**src/ext_mem_pkg.sv**
```systemverilog
package ext_mem_pkg;
	localparam int ADDR_W        = 18;
	localparam int LOW_ADDR_W    = 15;
	localparam int DRAM_ADDR_W   = 11;
	localparam int DATA_W        = 8;
	localparam int NARROW_W      = 4;
	localparam int NUM_SEL       = 4;
	localparam int BIT15         = 15;
	localparam int BIT16         = 16;
	localparam int BIT17         = 17;
	localparam logic [14:0] LOW_ADDR_RST = 15'h7fff;
	localparam logic [3:0]  SEL_IDLE     = 4'hf;
	typedef enum logic [1:0] {
		MODE_RUN,
		MODE_SOFT_RST,
		MODE_INDIV_RST,
		MODE_STOP
	} hold_mode_e;
endpackage

```
**src/external_memory_port.sv**
```systemverilog
`timescale 1ns/1ns
`default_nettype none
module external_memory_port (
	input  wire logic                         i_clk,
	input  wire logic                         i_rst_b,
	input  wire ext_mem_pkg::hold_mode_e      i_hold_mode,
	input  wire logic                         i_refresh_en,
	input  wire logic                         i_acc_valid,
	input  wire logic                         i_acc_write,
	input  wire logic                         i_acc_dram,
	input  wire logic                         i_dram_col_phase,
	input  wire logic                         i_dram_ras,
	input  wire logic                         i_dram_cas,
	input  wire logic [ext_mem_pkg::ADDR_W-1:0] i_acc_addr,
	input  wire logic [1:0]                   i_acc_bank,
	input  wire logic [2:0]                   i_upper_as_select,
	input  wire logic                         i_narrow_bus,
	input  wire logic [ext_mem_pkg::DATA_W-1:0] i_wdata,
	output logic      [ext_mem_pkg::DATA_W-1:0] o_rdata,
	output logic      [ext_mem_pkg::LOW_ADDR_W-1:0] o_mem_addr_low,
	output logic                              o_mem_addr_bit15,
	output logic                              o_mem_addr_bit16,
	output logic                              o_mem_addr_bit17,
	output logic                              o_sram_select_0_b,
	output logic                              o_mem_write_strobe_b,
	output logic                              o_mem_read_strobe_b,
	input  wire logic [ext_mem_pkg::DATA_W-1:0] i_mem_data_bus,
	output logic      [ext_mem_pkg::DATA_W-1:0] o_mem_data_bus,
	output logic      [ext_mem_pkg::DATA_W-1:0] o_mem_data_bus_oe
);
	import ext_mem_pkg::*;

	logic [NUM_SEL-1:0] sel_b;
	logic               sram_acc;
	logic               run;
	logic [DATA_W-1:0]  din_meta_reg;
	logic [DATA_W-1:0]  din_sync_reg;
	logic [DRAM_ADDR_W-1:0] dram_row;
	logic [DRAM_ADDR_W-1:0] dram_col;

	// column is the address bits above the row, zero filled;
	// only seven of them exist, so the top column lines stay low
	assign dram_row = i_acc_addr[DRAM_ADDR_W-1:0];
	assign dram_col = DRAM_ADDR_W'(i_acc_addr[ADDR_W-1:DRAM_ADDR_W]);

	assign run      = (i_hold_mode == MODE_RUN);
	assign sram_acc = run && i_acc_valid && !i_acc_dram;

	sram_select_decode #(
		.NUM_SEL (NUM_SEL)
	) u_sel (
		.i_en    (sram_acc),
		.i_bank  (i_acc_bank),
		.o_sel_b (sel_b)
	);

	////////////////////////////////////////////////////////////////////////
	// address lines; reset values are all ones
	always_ff @(posedge i_clk or negedge i_rst_b) begin
		if (!i_rst_b) begin
			o_mem_addr_low <= LOW_ADDR_RST;
		end else if (run && i_acc_valid) begin
			if (i_acc_dram) begin
				// row then column on the low lines only
				o_mem_addr_low <= LOW_ADDR_W'(i_dram_col_phase ?
				    dram_col : dram_row);
			end else begin
				o_mem_addr_low <= i_acc_addr[LOW_ADDR_W-1:0];
			end
		end
		// soft, individual reset and stop keep the low lines
	end

	// shared upper pins
	always_ff @(posedge i_clk or negedge i_rst_b) begin
		if (!i_rst_b) begin
			o_mem_addr_bit15 <= 1'b1;
			o_mem_addr_bit16 <= 1'b1;
			o_mem_addr_bit17 <= 1'b1;
		end else if (i_hold_mode == MODE_SOFT_RST) begin
			o_mem_addr_bit15 <= 1'b1;
			o_mem_addr_bit16 <= 1'b1;
			o_mem_addr_bit17 <= 1'b1;
		end else if (!run) begin
			// previous state unless pin acts as select or strobe
			if (i_upper_as_select[0])
				o_mem_addr_bit15 <= 1'b1;
			if (i_upper_as_select[1])
				o_mem_addr_bit16 <= 1'b1;
			if (i_upper_as_select[2])
				o_mem_addr_bit17 <= 1'b1;
			if (i_hold_mode == MODE_INDIV_RST && i_refresh_en) begin
				o_mem_addr_bit16 <= 1'b0;
				o_mem_addr_bit17 <= 1'b0;
			end
		end else if (i_acc_valid && i_acc_dram) begin
			o_mem_addr_bit16 <= i_dram_cas;
			o_mem_addr_bit17 <= i_dram_ras;
			if (i_upper_as_select[0])
				o_mem_addr_bit15 <= 1'b1;
		end else if (i_acc_valid) begin
			o_mem_addr_bit15 <= i_upper_as_select[0] ? sel_b[3] :
			    i_acc_addr[BIT15];
			o_mem_addr_bit16 <= i_upper_as_select[1] ? sel_b[2] :
			    i_acc_addr[BIT16];
			o_mem_addr_bit17 <= i_upper_as_select[2] ? sel_b[1] :
			    i_acc_addr[BIT17];
		end else begin
			// idle: pins used as selects release high, the others keep their value
			if (i_upper_as_select[0])
				o_mem_addr_bit15 <= 1'b1;
			if (i_upper_as_select[1])
				o_mem_addr_bit16 <= 1'b1;
			if (i_upper_as_select[2])
				o_mem_addr_bit17 <= 1'b1;
		end
	end

	////////////////////////////////////////////////////////////////////////
	// select 0 and strobes
	always_ff @(posedge i_clk or negedge i_rst_b) begin
		if (!i_rst_b) begin
			o_sram_select_0_b    <= 1'b1;
			o_mem_write_strobe_b <= 1'b1;
			o_mem_read_strobe_b  <= 1'b1;
		end else begin
			o_sram_select_0_b    <= sel_b[0];
			o_mem_write_strobe_b <= !(run && i_acc_valid && i_acc_write);
			o_mem_read_strobe_b  <= !(run && i_acc_valid && !i_acc_write);
		end
	end

	////////////////////////////////////////////////////////////////////////
	// data bus; narrow mode never enables upper lanes
	always_ff @(posedge i_clk or negedge i_rst_b) begin
		if (!i_rst_b) begin
			o_mem_data_bus    <= '0;
			o_mem_data_bus_oe <= '0;
		end else begin
			o_mem_data_bus <= i_wdata;
			if (run && i_acc_valid && i_acc_write)
				o_mem_data_bus_oe <= i_narrow_bus ? 8'h0f : 8'hff;
			else
				o_mem_data_bus_oe <= '0;
		end
	end

	// pins come from outside the clock domain
	always_ff @(posedge i_clk or negedge i_rst_b) begin
		if (!i_rst_b) begin
			din_meta_reg <= '0;
			din_sync_reg <= '0;
			o_rdata      <= '0;
		end else begin
			din_meta_reg <= i_mem_data_bus;
			din_sync_reg <= din_meta_reg;
			o_rdata      <= i_narrow_bus ?
			    {4'h0, din_sync_reg[NARROW_W-1:0]} : din_sync_reg;
		end
	end

	////////////////////////////////////////////////////////////////////////
	property p_write_strobe;
		@(posedge i_clk) disable iff (!i_rst_b)
		(run && i_acc_valid && i_acc_write) |=> !o_mem_write_strobe_b;
	endproperty
	a_write_strobe: assert property (p_write_strobe)
		else $error("write strobe missing");

	property p_read_strobe;
		@(posedge i_clk) disable iff (!i_rst_b)
		!(run && i_acc_valid && !i_acc_write) |=> o_mem_read_strobe_b;
	endproperty
	a_read_strobe: assert property (p_read_strobe)
		else $error("stray read strobe");

	property p_bus_idle;
		@(posedge i_clk) disable iff (!i_rst_b)
		!(run && i_acc_valid && i_acc_write) |=> o_mem_data_bus_oe == 8'h00;
	endproperty
	a_bus_idle: assert property (p_bus_idle)
		else $error("bus driven while idle");

	property p_narrow;
		@(posedge i_clk) disable iff (!i_rst_b)
		i_narrow_bus |=> o_mem_data_bus_oe[7:4] == 4'h0;
	endproperty
	a_narrow: assert property (p_narrow)
		else $error("upper lanes driven");

	property p_one_select;
		@(posedge i_clk) disable iff (!i_rst_b)
		$countones(~sel_b) <= 1;
	endproperty
	a_one_select: assert property (p_one_select)
		else $error("two selects");

	property p_hold_low;
		@(posedge i_clk) disable iff (!i_rst_b)
		!run |=> $stable(o_mem_addr_low);
	endproperty
	a_hold_low: assert property (p_hold_low)
		else $error("low address moved");

	property p_soft_high;
		@(posedge i_clk) disable iff (!i_rst_b)
		i_hold_mode == MODE_SOFT_RST |=> o_mem_addr_bit15 && o_mem_addr_bit16
		    && o_mem_addr_bit17 && o_sram_select_0_b && o_mem_read_strobe_b;
	endproperty
	a_soft_high: assert property (p_soft_high)
		else $error("soft reset not high");

	property p_refresh_low;
		@(posedge i_clk) disable iff (!i_rst_b)
		(i_hold_mode == MODE_INDIV_RST && i_refresh_en) |=>
		    !o_mem_addr_bit16 && !o_mem_addr_bit17;
	endproperty
	a_refresh_low: assert property (p_refresh_low)
		else $error("refresh strobes high");

	property p_dram_addr;
		@(posedge i_clk) disable iff (!i_rst_b)
		(run && i_acc_valid && i_acc_dram) |=> o_mem_addr_low[14:11] == 4'h0;
	endproperty
	a_dram_addr: assert property (p_dram_addr)
		else $error("dram used high lines");
endmodule
`default_nettype wire

```
**src/sram_select_decode.sv**
```systemverilog
`timescale 1ns/1ns
`default_nettype none
module sram_select_decode #(
	parameter int NUM_SEL = 4
) (
	input  wire logic               i_en,
	input  wire logic [1:0]         i_bank,
	output logic      [NUM_SEL-1:0] o_sel_b
);
	// one-hot active low, at most one low per access
	genvar g;
	generate
		for (g = 0; g < NUM_SEL; g++) begin : g_sel
			assign o_sel_b[g] = !(i_en && (i_bank == 2'(g)));
		end
	endgenerate
endmodule
`default_nettype wire
```
**config.mk**
```make
export PLATFORM = sky130hd
export DESIGN_NAME = external_memory_port
export DESIGN_NICKNAME = d
export VERILOG_FILES = /design/src/ext_mem_pkg.sv /design/src/external_memory_port.sv /design/src/sram_select_decode.sv
export SDC_FILE = /design/constraint.sdc
export NUM_CORES = 1
export LEC_CHECK = 0
export BUFFER_PORTS_ARGS = -buffer_cell sky130_fd_sc_hd__buf_4
export CORE_ASPECT_RATIO = 2
export CORE_MARGIN = 2
export CORE_UTILIZATION = 45
export DETAILED_ROUTE_END_ITERATION = 8
export GPL_TIMING_DRIVEN = 1
export PLACE_DENSITY = 0.8
export SYNTH_ARGS = -nofsm -noshare
export SYNTH_HDL_FRONTEND = slang
export SYNTH_SLANG_ARGS = --single-unit
```
**constraint.sdc**
```tcl
create_clock -name i_clk -period 1.4 [get_ports i_clk]
set_input_delay 0.21 -clock i_clk [delete_from_list [all_inputs] [get_ports i_clk]]
set_output_delay 0.21 -clock i_clk [all_outputs]
set_load 0.01 [all_outputs]
```
**Yosys cells after proc, flatten, opt, wreduce, memory -nomap -nowiden**

Cells that the tools add are included.

- Output and inout port bits: 45
- Logic and storage cells: 62
- Input port bits: 51
- Register bits: 61

- Muxes and demuxes: 25
- Reduce and logical (&&, ||, !) cells: 20
- Equal/unequal tests: 5

Operator list:

| operator | number |
|---|---|
| $mux W8 | 3 |
| $mux W1 | 20 |
| $mux W15 | 1 |
| $mux W11 | 1 |
| $logic_and A1 B1 Y1 | 10 |
| $logic_not A1 Y1 | 8 |
| $eq A2 B2 Y1 const B | 3 |
| $eq A2 B1 Y1 const B | 2 |
| $logic_not A2 Y1 | 2 |

**Logic depth before layout (Yosys ltp)**

- Depth in word-level cells: 10
- Depth in mapped cells: 5
- Depth with buffers taken out: 3

**By module**

Synthesis repeated with hierarchy kept, for this count alone.

- Cell total of the unflattened synthesis: 147
- Area, all modules: 1,989.4 um^2

By module, submodules not included:

| module | area each (um^2) | instances | sequential area each (um^2) | cells each |
|---|---|---|---|---|
| external_memory_port | 1,960.6 | 1 | 1,402.6 | 143 |
| sram_select_decode | 28.8 | 1 | 0.0 | 4 |

**Least setup slack after synthesis**

Ideal clock, no wire load.

- Path type: input -> register
- From: input port i_hold_mode[0]
- To: register o_mem_addr_low[13] (netlist name)
- Stages: 4
- Buffers on the path: 2
- Arrival: 1,120 ps
- Setup time: 79 ps
- Slack: 201 ps
- Required time: 1,321 ps
- Cell sequence: buf_2 > or3b_4 > buf_2 > a22o_1

- Word-level cells in the longest chain between the ends: 2

RTL lines:

| what | line | text |
|---|---|---|
| start, declared | external_memory_port.sv:6 | `input wire ext_mem_pkg::hold_mode_e i_hold_mode,` |
| $logic_not A2 Y1 | external_memory_port.sv:46 | `assign run = (i_hold_mode == MODE_RUN);` |
| $logic_and A1 B1 Y1 | external_memory_port.sv:62 | `end else if (run && i_acc_valid) begin` |
| end signal, assigned | external_memory_port.sv:65 | `o_mem_addr_low <= LOW_ADDR_W'(i_dram_col_phase ?` |
| end signal, assigned | external_memory_port.sv:68 | `o_mem_addr_low <= i_acc_addr[LOW_ADDR_W-1:0];` |
| end, declared | external_memory_port.sv:20 | `output logic [ext_mem_pkg::LOW_ADDR_W-1:0] o_mem_addr_low,` |

No other way between the ends.
A chain may end at the register's enable or synchronous reset.

**Final worst setup path**

- From: register o_mem_addr_bit17
- To: output port o_mem_addr_bit17

RTL lines:

| what | line | text |
|---|---|---|
| start, declared | external_memory_port.sv:23 | `output logic o_mem_addr_bit17,` |
| start signal, assigned | external_memory_port.sv:98 | `o_mem_addr_bit17 <= i_dram_ras;` |
| start signal, assigned | external_memory_port.sv:106 | `o_mem_addr_bit17 <= i_upper_as_select[2] ? sel_b[1] :` |

No word-level cell between the ends.

==> key figures <==
Status
  • Outcome: complete, no violations

Critical path
  • CP max stage delay: 550 ps
  • CP required: 1190 ps
  • Critical Path End Type: primary output
  • Worst Setup Start Kind: flip-flop
  • Arrival time worst endpoint: 980 ps
  • Maximum fanout along the worst path: 2
  • CP Cell Sequence: buf_4
  • Crit path max-delay cell type: dfstp_2
  • Setup CP Type: flip-flop to primary output
  • Delay-heaviest family, CP: flip-flops
  • Worst path bufs/invs: 1

Drt
  • Via-to-Cell Ratio: 4.79
  • Via Count: 1,448
  • Post-DRT Antenna Nets: 0
  • Pre-Repair DR Iteration Count: 4
  • Post-Route WL: 4240 microns
  • Wire per inst: 14.0 microns
  • Drt first-iter violations: 14
  • DRC viols: 0

Global route
  • Vias in the first global route: 1,411
  • Largest net degree at the start of global routing: 30
  • Tot GR Track Use: 0.182
  • Gr ovfl total: 0
  • First-pass GRT wire length: 6670 microns
  • Antenna violations before repair: 0

Synthesis
  • Syn Area/Cell: 14.1 sq um
  • Register bit count reported by yosys: 55
  • YS warnings: 0
  • Syn Nets: 188
  • Sequential area share after synthesis: 0.726
  • Gate Count Post-Synth: 137
  • Synthesized area: 1930 sq um
  • Distinct cells, synth: 25

Die
  • Die area: 4870 sq um
  • Die Y: 96.7 microns
  • Die W: 50.3 microns
  • Row count: 33
  • Initial Util: 0.468
  • Core box area: 4130 sq um
  • I/O pins: 96

Clocking
  • H-tree depth: 2
  • Clock slew at reported path FFs: 100 ps
  • Worst skew pair latency: 300 ps
  • Clock Tree Root: clkbuf_8
  • TritonCTS clock tree: built
  • TritonCTS Buffers: 5
  • CTS sink count: 55
  • Setup Buffers After CTS: 0
  • Clk buf depth: 2

Layout
  • Antenna diode count: 0
  • Final instance area: 2940 sq um
  • Share of layout cells above drive strength 1: 0.528
  • Largest register FFs: 15
  • Commonest non-fill, non-tap cell in the layout: buf_4
  • Layout net count: 300
  • Most frequent cells in the layout: buf_4, dfrtp_1, dfstp_2
  • Final core occ: 0.713
  • Top reg by flops: o_mem_addr_low
  • P&R area growth vs syn: 52.2%

STA
  • Max Transition Viols Final: 0
  • Hold Vio Cnt, Final: 0
  • Max Freq: 841 MHz
  • Least-Margin Pin Slew: 464 ps
  • WHS: 59.7 ps
  • Fin Setup TNS: 0 ps
  • Slew HR: 0.690
  • Worst clock skew: 5.02 ps
  • RSZ-0062 raised after global routing: false
  • Post-route clock period utilization: 0.850
  • Crit path time final: 1190 ps
  • Final setup fails: 0

Power and ir drop
  • Peak supply drop: 770 uV
  • PwrDens: 1110 nW/um^2
  • Leak Pwr: 1.44 nW

Hold path
  • Hold WC Path Type: input port to flip-flop

Job
  • Maxcap violations: 0

Place
  • Post-DP Area: 2680 sq um
  • Global placement routability congestion: 0.793
  • Post-DP HPWL: 3120 microns
  • Buffers on Ports: 95
-- timing repair --
| item | CTS | global route |
|---|---|---|
| endpoints found under the hold margin | 39 | 5 |
| hold buffers | 12 | 5 |
| resized for setup | 0 | 0 |
-- layout make-up --
type / instances / area (sq um)
flip-flops and latches: 55 / 1400
repair buffers: 116 / 926
well taps: 52 / 65.1
clock inverters: 3 / 26.3
inverters: 2 / 7.51
clock buffers: 5 / 68.8
fillers: 302 / 1190
multi-input cells: 69 / 447
-- power by group --
part           leakage, nW  internal, mW  total, mW  switching, mW
sequential           0.625          1.77       1.83         0.0583
combinational        0.766         0.315      0.552          0.237
clock               0.0491         0.368      0.880          0.512
total                 1.44          2.45       3.26          0.807
-- worst paths after layout --
kind	start	to	slack, ps	cells past startpoint
setup / recovery	o_mem_addr_bit17$_DFF_PN1_	o_mem_addr_bit17	210	1
hold / removal	i_acc_write	o_mem_write_strobe_b$_DFF_PN1_	60	2
setup reg to reg	o_mem_addr_bit17$_DFF_PN1_	o_mem_addr_bit17$_DFF_PN1_	220	3
hold reg to reg	din_meta_reg[6]$_DFF_PN0_	din_sync_reg[6]$_DFF_PN0_	350	0
max in group asynchronous	i_rst_b	o_mem_addr_low[12]$_DFFE_PN1N_	520	3
min in group asynchronous	i_rst_b	o_mem_data_bus[0]$_DFF_PN0_	350	2
-- logic make-up (layout without fill, tap and decap cells) --
logic type | after synthesis | after routing | share of synthesized area
DFF | 55 | 55 | 0.726
and+or+nand+nor | 40 | 40 | 0.113
AOI/OAI and AO/OA | 21 | 21 | 0.0770
buffers and inverters | 13 | 126 | 0.0434
muxes | 8 | 8 | 0.0414
-- per-stage QoR --
stage          setup WS [ps]  power (mW)  cells
3_3_place_gp             178        2.36    277
4_1_cts                  200        3.29    297
3_5_place_dp             151        2.37    277
6_report                 211        3.26    302
2_1_floorplan            201        2.02    137
5_1_grt                  110        3.43    302
-- per-layer routing --
| layer | track usage | up-vias | share of wire | routed length (microns) |
|---|---|---|---|---|
| li1 | - | 683 | - | - |
| met4 | 0.0894 | 0 | 0.030 | 129 |
| met3 | 0.0324 | 11 | 0.057 | 243 |
| met5 | 0 | - | 0 | 0 |
| met2 | 0.321 | 65 | 0.55 | 2330 |
| met1 | 0.202 | 689 | 0.36 | 1530 |
-- cell usage after synthesis --
cell type / number / area (sq um)
o2bb2ai_1: 2 / 17.5
nand3_1: 6 / 30.0
o211ai_1: 2 / 15.0
dfstp_2: 21 / 552
mux2i_1: 8 / 80.1
buf_6: 1 / 11.3
nand2_1: 18 / 67.6
o21a_1: 2 / 15.0
and4_2: 1 / 10.0
or3b_4: 1 / 11.3
a22o_1: 4 / 35.0
nor4b_4: 1 / 23.8
a21oi_1: 1 / 5.00
nor2b_1: 5 / 31.3
nand3b_1: 2 / 15.0
nor2_1: 4 / 15.0
nand2b_1: 1 / 6.26
o21ai_0: 7 / 35.0
buf_4: 6 / 45.0
a21oi_2: 1 / 8.76
dfrtp_1: 34 / 851
buf_2: 4 / 20.0
nor3b_1: 1 / 7.51
o311ai_0: 2 / 17.5
inv_1: 2 / 7.51
(Power assumes the default switching activity.)
